**config.mk**
```make
export PLATFORM = sky130hd
export DESIGN_NAME = exec_ops
export DESIGN_NICKNAME = d
export VERILOG_FILES = /design/src/hw/exec_ops_pkg.sv /design/src/hw/exec_ops.sv
export SDC_FILE = /design/constraint.sdc
export NUM_CORES = 1
export LEC_CHECK = 0
export ABC_AREA = 0
export BUFFER_PORTS_ARGS = -buffer_cell sky130_fd_sc_hd__buf_2
export CORE_MARGIN = 5
export CORE_UTILIZATION = 65
export CTS_BUF_LIST = sky130_fd_sc_hd__clkbuf_8
export CTS_CLUSTER_SIZE = 40
export DETAILED_ROUTE_END_ITERATION = 16
export PLACE_DENSITY = 0.95
export SLEW_MARGIN = 20
export SYNTH_ARGS = -nofsm -noshare
export SYNTH_HDL_FRONTEND = slang
export SYNTH_SLANG_ARGS = --single-unit
```
**constraint.sdc**
```tcl
create_clock -name ref_clk -period 9.2 [get_ports ref_clk]
set_input_delay 1.84 -clock ref_clk [delete_from_list [all_inputs] [get_ports ref_clk]]
set_output_delay 1.84 -clock ref_clk [all_outputs]
set_load 0.02 [all_outputs]
```
**src/hw/exec_ops_pkg.sv**
```systemverilog
// Package for the rotate, subtract, skip and logic execution slice
package exec_ops_pkg;

    // ------------------------------------------------------------
    // Widths and field positions
    // ------------------------------------------------------------
    localparam int DATA_W = 8;      // Byte width of the datapath
    localparam int BIT_SEL_W = 3;   // Width of the bit selector
    localparam int TOP_BIT = 7;     // Most significant bit position
    localparam int LOW_BIT = 0;     // Least significant bit position
    localparam int NIB_TOP = 3;     // Top bit of the low nibble

    // ------------------------------------------------------------
    // Reset values and byte constants
    // ------------------------------------------------------------
    localparam logic [7:0] WORK_RST = 8'h00;  // Work register after reset
    localparam logic FLAG_RST = 1'b0;         // Every flag after reset
    localparam logic [7:0] ALL_ONES = 8'hff;  // Whole-byte set pattern
    localparam logic [7:0] ONE_BYTE = 8'h01;  // Step for increment and decrement

    // ------------------------------------------------------------
    // Timing counts
    // ------------------------------------------------------------
    localparam int SKIP_DUMMY_CYCLES = 1;     // Extra cycle spent by a taken skip

    // ------------------------------------------------------------
    // Operation codes
    // ------------------------------------------------------------
    typedef enum logic [4:0] {
        OP_NONE,
        ROTATE_LEFT_VIA_FLAG_MEM,
        ROTATE_LEFT_VIA_FLAG_TO_WORK,
        ROTATE_DOWN_MEM,
        ROTATE_DOWN_TO_WORK,
        ROTATE_DOWN_VIA_FLAG_MEM,
        ROTATE_DOWN_VIA_FLAG_TO_WORK,
        SUBTRACT_WITH_BORROW,
        SUBTRACT_WITH_BORROW_TO_MEM,
        SUBTRACT_MEM,
        SUBTRACT_TO_MEM,
        SUBTRACT_LITERAL,
        DECREMENT_THEN_TEST,
        DECREMENT_THEN_TEST_TO_WORK,
        INCREMENT_THEN_TEST,
        INCREMENT_THEN_TEST_TO_WORK,
        TEST_BIT_NONZERO,
        TEST_BIT_ZERO,
        TEST_ZERO,
        TEST_ZERO_COPY_TO_WORK,
        SET_BIT,
        SET_BYTE,
        EXCLUSIVE_OR_MEM,
        EXCLUSIVE_OR_LITERAL,
        EXCLUSIVE_OR_TO_MEM
    } op_t;

    // Sequencer state: accept a new operation or spend the dummy cycle
    typedef enum logic {
        ST_RUN,
        ST_DUMMY
    } seq_t;

endpackage : exec_ops_pkg

```
**src/hw/exec_ops.sv**
```systemverilog
// Execution slice for rotates, subtracts, skips, bit set and exclusive-OR
`timescale 1ns/1ps

module exec_ops
(
    // Clock and reset
    input wire logic ref_clk,
    input wire logic arst_n,
    // Operation request
    input wire logic op_valid,
    input wire exec_ops_pkg::op_t op_code,
    input wire logic [7:0] op_mem,
    input wire logic [7:0] op_lit,
    input wire logic [2:0] op_bit,
    output logic op_ready,
    // Data memory write-back
    output logic mem_wr_en,
    output logic [7:0] mem_wr_data,
    // Processor state
    output logic [7:0] work_reg,
    output logic carry_flag,
    output logic half_borrow_flag,
    output logic signed_wrap_flag,
    output logic zero_flag,
    // Skip indication
    output logic skip_dummy
);

    // ------------------------------------------------------------
    // Helper functions
    // ------------------------------------------------------------

    // One-hot mask of the selected bit, shared by test and set
    function automatic logic [7:0] bit_mask(input logic [2:0] sel);
        logic [7:0] m;
        m = exec_ops_pkg::ONE_BYTE << sel;
        return m;
    endfunction : bit_mask

    // Add with inverted operand: returns {ov, ac, c, result}
    function automatic logic [10:0] sub_fn(input logic [7:0] a, input logic [7:0] b, input logic cin);
        logic [8:0] full;
        logic [4:0] low;
        logic [7:0] low7;
        logic c7;
        full = {1'b0, a} + {1'b0, ~b} + {8'h00, cin};
        low = {1'b0, a[exec_ops_pkg::NIB_TOP:0]} + {1'b0, ~b[exec_ops_pkg::NIB_TOP:0]} + {4'h0, cin};
        low7 = {1'b0, a[6:0]} + {1'b0, ~b[6:0]} + {7'h00, cin};
        c7 = low7[exec_ops_pkg::TOP_BIT];
        return {c7 ^ full[exec_ops_pkg::DATA_W], low[4], full[exec_ops_pkg::DATA_W], full[7:0]};
    endfunction : sub_fn

    // ------------------------------------------------------------
    // State registers
    // ------------------------------------------------------------
    exec_ops_pkg::seq_t seq_ff;          // Run or dummy cycle
    exec_ops_pkg::seq_t nxt_seq;
    logic [7:0] work_ff;                 // Work register
    logic [7:0] nxt_work;
    logic carry_ff;                      // Carry flag
    logic nxt_carry;
    logic half_ff;                       // Half borrow flag
    logic nxt_half;
    logic wrap_ff;                       // Signed wrap flag
    logic nxt_wrap;
    logic zero_ff;                       // Zero result flag
    logic nxt_zero;
    logic wr_en_ff;                      // Memory write strobe
    logic nxt_wr_en;
    logic [7:0] wr_data_ff;              // Memory write data
    logic [7:0] nxt_wr_data;
    logic ready_ff;                      // Ready for a new operation
    logic nxt_ready;
    logic dummy_ff;                      // Dummy cycle marker
    logic nxt_dummy;

    // Scratch values of the combinational process
    logic take;                          // Operation accepted this cycle
    logic skip;                          // Skip taken by this operation
    logic [10:0] sres;                   // Subtract result and flags
    logic [7:0] step;                    // Incremented, decremented or exclusive-OR result byte

    // ------------------------------------------------------------
    // Next-state logic
    // ------------------------------------------------------------

    // Decode the operation and compute results and flags
    always_comb
    begin
        nxt_seq = seq_ff;
        nxt_work = work_ff;
        nxt_carry = carry_ff;
        nxt_half = half_ff;
        nxt_wrap = wrap_ff;
        nxt_zero = zero_ff;
        nxt_wr_en = 1'b0;
        nxt_wr_data = wr_data_ff;
        skip = 1'b0;
        sres = 11'h000;
        step = 8'h00;
        take = op_valid && (seq_ff == exec_ops_pkg::ST_RUN);
        if (take)
        begin
            case (op_code)
                // Nine-bit left rotation back to the byte
                exec_ops_pkg::ROTATE_LEFT_VIA_FLAG_MEM:
                begin
                    nxt_wr_data = {op_mem[6:0], carry_ff};
                    nxt_wr_en = 1'b1;
                    nxt_carry = op_mem[exec_ops_pkg::TOP_BIT];
                end
                // Nine-bit left rotation into the work register
                exec_ops_pkg::ROTATE_LEFT_VIA_FLAG_TO_WORK:
                begin
                    nxt_work = {op_mem[6:0], carry_ff};
                    nxt_carry = op_mem[exec_ops_pkg::TOP_BIT];
                end
                // Eight-bit right rotation back to the byte
                exec_ops_pkg::ROTATE_DOWN_MEM:
                begin
                    nxt_wr_data = {op_mem[exec_ops_pkg::LOW_BIT], op_mem[7:1]};
                    nxt_wr_en = 1'b1;
                end
                // Eight-bit right rotation into the work register
                exec_ops_pkg::ROTATE_DOWN_TO_WORK:
                begin
                    nxt_work = {op_mem[exec_ops_pkg::LOW_BIT], op_mem[7:1]};
                end
                // Nine-bit right rotation back to the byte
                exec_ops_pkg::ROTATE_DOWN_VIA_FLAG_MEM:
                begin
                    nxt_wr_data = {carry_ff, op_mem[7:1]};
                    nxt_wr_en = 1'b1;
                    nxt_carry = op_mem[exec_ops_pkg::LOW_BIT];
                end
                // Nine-bit right rotation into the work register
                exec_ops_pkg::ROTATE_DOWN_VIA_FLAG_TO_WORK:
                begin
                    nxt_work = {carry_ff, op_mem[7:1]};
                    nxt_carry = op_mem[exec_ops_pkg::LOW_BIT];
                end
                // Subtracts with borrow-in from the carry
                exec_ops_pkg::SUBTRACT_WITH_BORROW, exec_ops_pkg::SUBTRACT_WITH_BORROW_TO_MEM:
                begin
                    sres = sub_fn(work_ff, op_mem, carry_ff);
                    {nxt_wrap, nxt_half, nxt_carry} = sres[10:8];
                    nxt_zero = (sres[7:0] == 8'h00);
                    if (op_code == exec_ops_pkg::SUBTRACT_WITH_BORROW_TO_MEM)
                    begin
                        nxt_wr_data = sres[7:0];
                        nxt_wr_en = 1'b1;
                    end
                    else
                    begin
                        nxt_work = sres[7:0];
                    end
                end
                // Subtracts of the byte without borrow-in
                exec_ops_pkg::SUBTRACT_MEM, exec_ops_pkg::SUBTRACT_TO_MEM:
                begin
                    sres = sub_fn(work_ff, op_mem, 1'b1);
                    {nxt_wrap, nxt_half, nxt_carry} = sres[10:8];
                    nxt_zero = (sres[7:0] == 8'h00);
                    if (op_code == exec_ops_pkg::SUBTRACT_TO_MEM)
                    begin
                        nxt_wr_data = sres[7:0];
                        nxt_wr_en = 1'b1;
                    end
                    else
                    begin
                        nxt_work = sres[7:0];
                    end
                end
                // Subtract of the literal
                exec_ops_pkg::SUBTRACT_LITERAL:
                begin
                    sres = sub_fn(work_ff, op_lit, 1'b1);
                    {nxt_wrap, nxt_half, nxt_carry} = sres[10:8];
                    nxt_zero = (sres[7:0] == 8'h00);
                    nxt_work = sres[7:0];
                end
                // Decrement then skip on zero
                exec_ops_pkg::DECREMENT_THEN_TEST, exec_ops_pkg::DECREMENT_THEN_TEST_TO_WORK:
                begin
                    step = op_mem - exec_ops_pkg::ONE_BYTE;
                    skip = (step == 8'h00);
                    if (op_code == exec_ops_pkg::DECREMENT_THEN_TEST)
                    begin
                        nxt_wr_data = step;
                        nxt_wr_en = 1'b1;
                    end
                    else
                    begin
                        nxt_work = step;
                    end
                end
                // Increment then skip on zero
                exec_ops_pkg::INCREMENT_THEN_TEST, exec_ops_pkg::INCREMENT_THEN_TEST_TO_WORK:
                begin
                    step = op_mem + exec_ops_pkg::ONE_BYTE;
                    skip = (step == 8'h00);
                    if (op_code == exec_ops_pkg::INCREMENT_THEN_TEST)
                    begin
                        nxt_wr_data = step;
                        nxt_wr_en = 1'b1;
                    end
                    else
                    begin
                        nxt_work = step;
                    end
                end
                // Skip when the selected bit is set
                exec_ops_pkg::TEST_BIT_NONZERO:
                begin
                    skip = |(op_mem & bit_mask(op_bit));
                end
                // Skip when the selected bit is clear
                exec_ops_pkg::TEST_BIT_ZERO:
                begin
                    skip = ~|(op_mem & bit_mask(op_bit));
                end
                // Skip on a zero byte, optionally copying it
                exec_ops_pkg::TEST_ZERO, exec_ops_pkg::TEST_ZERO_COPY_TO_WORK:
                begin
                    skip = (op_mem == 8'h00);
                    if (op_code == exec_ops_pkg::TEST_ZERO_COPY_TO_WORK)
                    begin
                        nxt_work = op_mem;
                    end
                end
                // Force one bit high
                exec_ops_pkg::SET_BIT:
                begin
                    nxt_wr_data = op_mem | bit_mask(op_bit);
                    nxt_wr_en = 1'b1;
                end
                // Force the whole byte high
                exec_ops_pkg::SET_BYTE:
                begin
                    nxt_wr_data = exec_ops_pkg::ALL_ONES;
                    nxt_wr_en = 1'b1;
                end
                // Exclusive-OR into the work register
                exec_ops_pkg::EXCLUSIVE_OR_MEM, exec_ops_pkg::EXCLUSIVE_OR_LITERAL:
                begin
                    step = work_ff ^ ((op_code == exec_ops_pkg::EXCLUSIVE_OR_MEM) ? op_mem : op_lit);
                    nxt_work = step;
                    nxt_zero = (step == 8'h00);
                end
                // Exclusive-OR back to the byte
                exec_ops_pkg::EXCLUSIVE_OR_TO_MEM:
                begin
                    step = work_ff ^ op_mem;
                    nxt_wr_data = step;
                    nxt_wr_en = 1'b1;
                    nxt_zero = (step == 8'h00);
                end
                // No operation
                default:
                begin
                    skip = 1'b0;
                end
            endcase
        end
        // A taken skip spends one dummy cycle before the next operation
        case (seq_ff)
            exec_ops_pkg::ST_RUN:
            begin
                if (skip)
                begin
                    nxt_seq = exec_ops_pkg::ST_DUMMY;
                end
            end
            exec_ops_pkg::ST_DUMMY:
            begin
                nxt_seq = exec_ops_pkg::ST_RUN;
            end
            default:
            begin
                nxt_seq = exec_ops_pkg::ST_RUN;
            end
        endcase
        nxt_dummy = (nxt_seq == exec_ops_pkg::ST_DUMMY);
        nxt_ready = (nxt_seq == exec_ops_pkg::ST_RUN);
    end

    // ------------------------------------------------------------
    // Registers
    // ------------------------------------------------------------

    // Register every next value
    always_ff @(posedge ref_clk or negedge arst_n)
    begin
        if (!arst_n)
        begin
            seq_ff <= exec_ops_pkg::ST_RUN;
            work_ff <= exec_ops_pkg::WORK_RST;
            carry_ff <= exec_ops_pkg::FLAG_RST;
            half_ff <= exec_ops_pkg::FLAG_RST;
            wrap_ff <= exec_ops_pkg::FLAG_RST;
            zero_ff <= exec_ops_pkg::FLAG_RST;
            wr_en_ff <= 1'b0;
            wr_data_ff <= 8'h00;
            ready_ff <= 1'b1;
            dummy_ff <= 1'b0;
        end
        else
        begin
            seq_ff <= nxt_seq;
            work_ff <= nxt_work;
            carry_ff <= nxt_carry;
            half_ff <= nxt_half;
            wrap_ff <= nxt_wrap;
            zero_ff <= nxt_zero;
            wr_en_ff <= nxt_wr_en;
            wr_data_ff <= nxt_wr_data;
            ready_ff <= nxt_ready;
            dummy_ff <= nxt_dummy;
        end
    end

    // Outputs straight from the flip-flops
    assign op_ready = ready_ff;
    assign mem_wr_en = wr_en_ff;
    assign mem_wr_data = wr_data_ff;
    assign work_reg = work_ff;
    assign carry_flag = carry_ff;
    assign half_borrow_flag = half_ff;
    assign signed_wrap_flag = wrap_ff;
    assign zero_flag = zero_ff;
    assign skip_dummy = dummy_ff;
endmodule : exec_ops

```
==> load_flow_metrics.sql <==
INSERT INTO impl_metrics (metric_group, metric, value, unit) VALUES
('yosys', 'synthesis.yosys.warnings', '0', ''),
('yosys', 'synth-edff-count', '0', ''),
('critical_path', 'worst_path_dominant_cell_family', 'compound AO/OA/AOI/OAI gates', ''),
('pwr', 'share_clk_of_total_power', '8.4', '%'),
('clock_network', 'cts_buffer_depth', '2', ''),
('finish', 'mostFrequentLayoutCell', 'nor2_1', ''),
('finish', 'utilization', '71.5', '%'),
('critical_path', 'worst-setup-path-type', 'input pin to flop', ''),
('pwr', 'leakagePower', '1.73', 'nW'),
('timing', 'min_period', '4.99', 'ns'),
('timing', 'worst_slack_on_hold_paths', '0.480', 'ns'),
('drt', 'avgViaCountPerCell', '7.41', ''),
('finish', 'fin_area', '4260', 'um^2'),
('yosys', 'synth_cell_types', '79', ''),
('finish', 'final_standard_cell_count_with_taps_included_and_fillers_excluded', '634', ''),
('critical_path', 'slowest_stage', 'nor2_1', ''),
('timing', 'layout_worst_path_cycle_share', '54.2', '%'),
('clock_network', 'clk_pin_slew_worst_paths', '0.09', 'ns'),
('pwr', 'switching_share', '54.0', '%'),
('floorplan', 'die_x', '88.4', 'um'),
('pwr', 'power.density', '186', 'nW/um^2'),
('critical_path', 'crit_path_end', 'work_reg[4]', ''),
('yosys', 'mean_post_synth_cell_area', '7.43', 'um^2'),
('critical_path', 'cp.arrival', '5.16', 'ns'),
('global_routing', 'grt_busiest_layer', 'met2', ''),
('floorplan', 'floorplan.core_area', '5960', 'um^2'),
('drt', 'dr.first_iter.drc_count', '832', ''),
('clock_network', 'cts.sinks', '23', ''),
('placement', 'gpl.final_weighted_congestion', '1.10', ''),
('global_routing', 'globalRouteMet3Util', '8.85', '%'),
('clock_network', 'cts_setup_buffers', '0', ''),
('yosys', 'synth.yosys.seq_area_share', '14.5', '%'),
('critical_path', 'worstSetupEndpointType', 'flop', ''),
('pwr', 'power_report.internal_total', '0.000365', 'W'),
('critical_path', 'cell_type_with_the_highest_occurrence_count_on_the_critical_path', 'nor2_1', ''),
('finish', 'mostFrequentLayoutCells', 'nor2_1 (60), buf_2 (49), a21oi_1 (37), xnor2_1 (36), nand2_1 (34)', ''),
('floorplan', 'io_pins', '50', ''),
('timing', 'rsz0062_at_grt', 'no', ''),
('yosys', 'yosys.area.top_type', 'dfrtp_1', ''),
('global_routing', 'met2_usage', '54.2', '%'),
('critical_path', 'critPathLaunchType', 'input pin', ''),
('clock_network', 'ctsResizeCount', '0', ''),
('critical_path', 'crit_buf_inv', '2', ''),
('finish', 'fin_nets', '614', ''),
('clock_network', 'ctsHoldBuffers', '0', ''),
('placement', 'placement.cell_area', '4210', 'um^2'),
('yosys', 'synth_ff_type', 'dfrtp_1', ''),
('global_routing', 'grt_use_total', '36.7', '%'),
('yosys', 'synth.net_count', '591', ''),
('status', 'status', 'complete, no violations', ''),
('pwr', 'comb_power_share', '71.9', '%'),
('finish', 'drive_above_1_share', '13.6', '%'),
('finish', 'layout-area-overhead-vs-synth', '6.74', '%'),
('critical_path', 'cp.required', '9.37', 'ns'),
('pwr', 'power.switching', '0.000429', 'W'),
('critical_path', 'reg2reg_from', 'work_reg[2]', ''),
('timing', 'final.setup.tns', '0', 'ns'),
('run', 'max_cap_viol_count', '0', ''),
('timing', 'setup_viol_count_final', '0', ''),
('global_routing', 'antenna_found_initial', '0', ''),
('floorplan', 'height_of_the_die', '88.4', 'um'),
('global_routing', 'grt_pass1_vias', '4226', ''),
('critical_path', 'timing.critical_path.slowest_cell_delay', '0.53', 'ns'),
('floorplan', 'die_area', '7810', 'um^2'),
('timing', 'slew-limit-headroom', '40.8', '%'),
('global_routing', 'grt-ovfl-total', '0', ''),
('drt', 'drtAntennaViolNets', '0', ''),
('critical_path', 'worst-path-stages', '11', ''),
('placement', 'port_buffers', '49', ''),
('yosys', 'yosys_register_bits', '23', ''),
('clock_network', 'cts_tree', 'yes', '');
[cell usage after synthesis, drive strengths merged, types with 3 or more instances]
master,instances
nor2b,12
nor2,62
o21ai,26
a21oi,37
o311ai,5
o221ai,3
o2111ai,4
clkbuf,22
nand4,6
a2bb2oi,5
xor2,13
a222oi,4
nand2b,6
a22oi,6
nor4,3
xnor2,37
o211ai,9
nor3,20
buf,11
o31ai,4
a221o,3
a221oi,14
ha,25
dfrtp,22
a21o,7
and4,4
and2,4
a31oi,9
or3,3
nand3,10
a41oi,3
a211oi,14
nand2,35
mux2i,10
nor3b,3
a2111oi,6
inv,31
o22ai,9
or2,3
[through the flow]
stage,total power (W),setup slack (ns)
2_1_floorplan,0.000562,4.37
3_3_place_gp,0.000694,4.11
3_5_place_dp,0.000710,4.04
4_1_cts,0.000777,4.31
5_1_grt,0.000844,4.05
6_report,0.000794,4.21
[cell families (layout without fill, tap and decap cells)]
family,Yosys count,after routing,synth area share (%)
AOI/OAI and AO/OA,184,184,33.7
xor gates and xnor gates,50,50,11.6
adders and majority gates,27,27,8.84
buffers and inverters,64,86,6.39
DFF,23,23,14.5
muxes,11,11,2.79
and+or+nand+nor,178,178,22.2
[worst min path at each step]
stage	from	to	slack (ns)	cells past startpoint
6_report	mem_wr_data[1]	mem_wr_data[1]	0.48	1
5_1_grt	mem_wr_data[1]	mem_wr_data[1]	0.49	1
4_1_cts	mem_wr_data[1]	mem_wr_data[1]	0.48	1
3_5_place_dp	mem_wr_data[1]	mem_wr_data[1]	0.46	1
3_3_place_gp	mem_wr_data[3]	mem_wr_data[3]	0.46	2
2_1_floorplan	mem_wr_data[2]	mem_wr_data[2]	0.59	2
[metal layers]
metal | up-vias | routed length [um]
met5 | - | 0
met4 | 0 | 738
met3 | 100 | 2140
met2 | 442 | 5970
met1 | 2092 | 5380
li1 | 2063 | -
[power groups by stage]
stage,Combinational (W),Sequential [W],Clock [W]
floorplan,0.000384,0.000178,0
global placement,0.000538,0.000156,0
detailed placement,0.000553,0.000157,0
CTS,0.000555,0.000155,0.0000666
global route,0.000615,0.000159,0.0000699
finish,0.000571,0.000156,0.0000671
[layout make-up]
cell class	count	area [um^2]	share of cell area (%)
multi-input combinational	450	3170	74.3
sequential	23	577	13.5
timing repair buffer	51	260	6.11
inverter	31	116	2.73
tap	75	93.8	2.20
clock buffer	3	41.3	0.969
clock inverter	1	5.00	0.117
(Power assumes the default switching activity.)
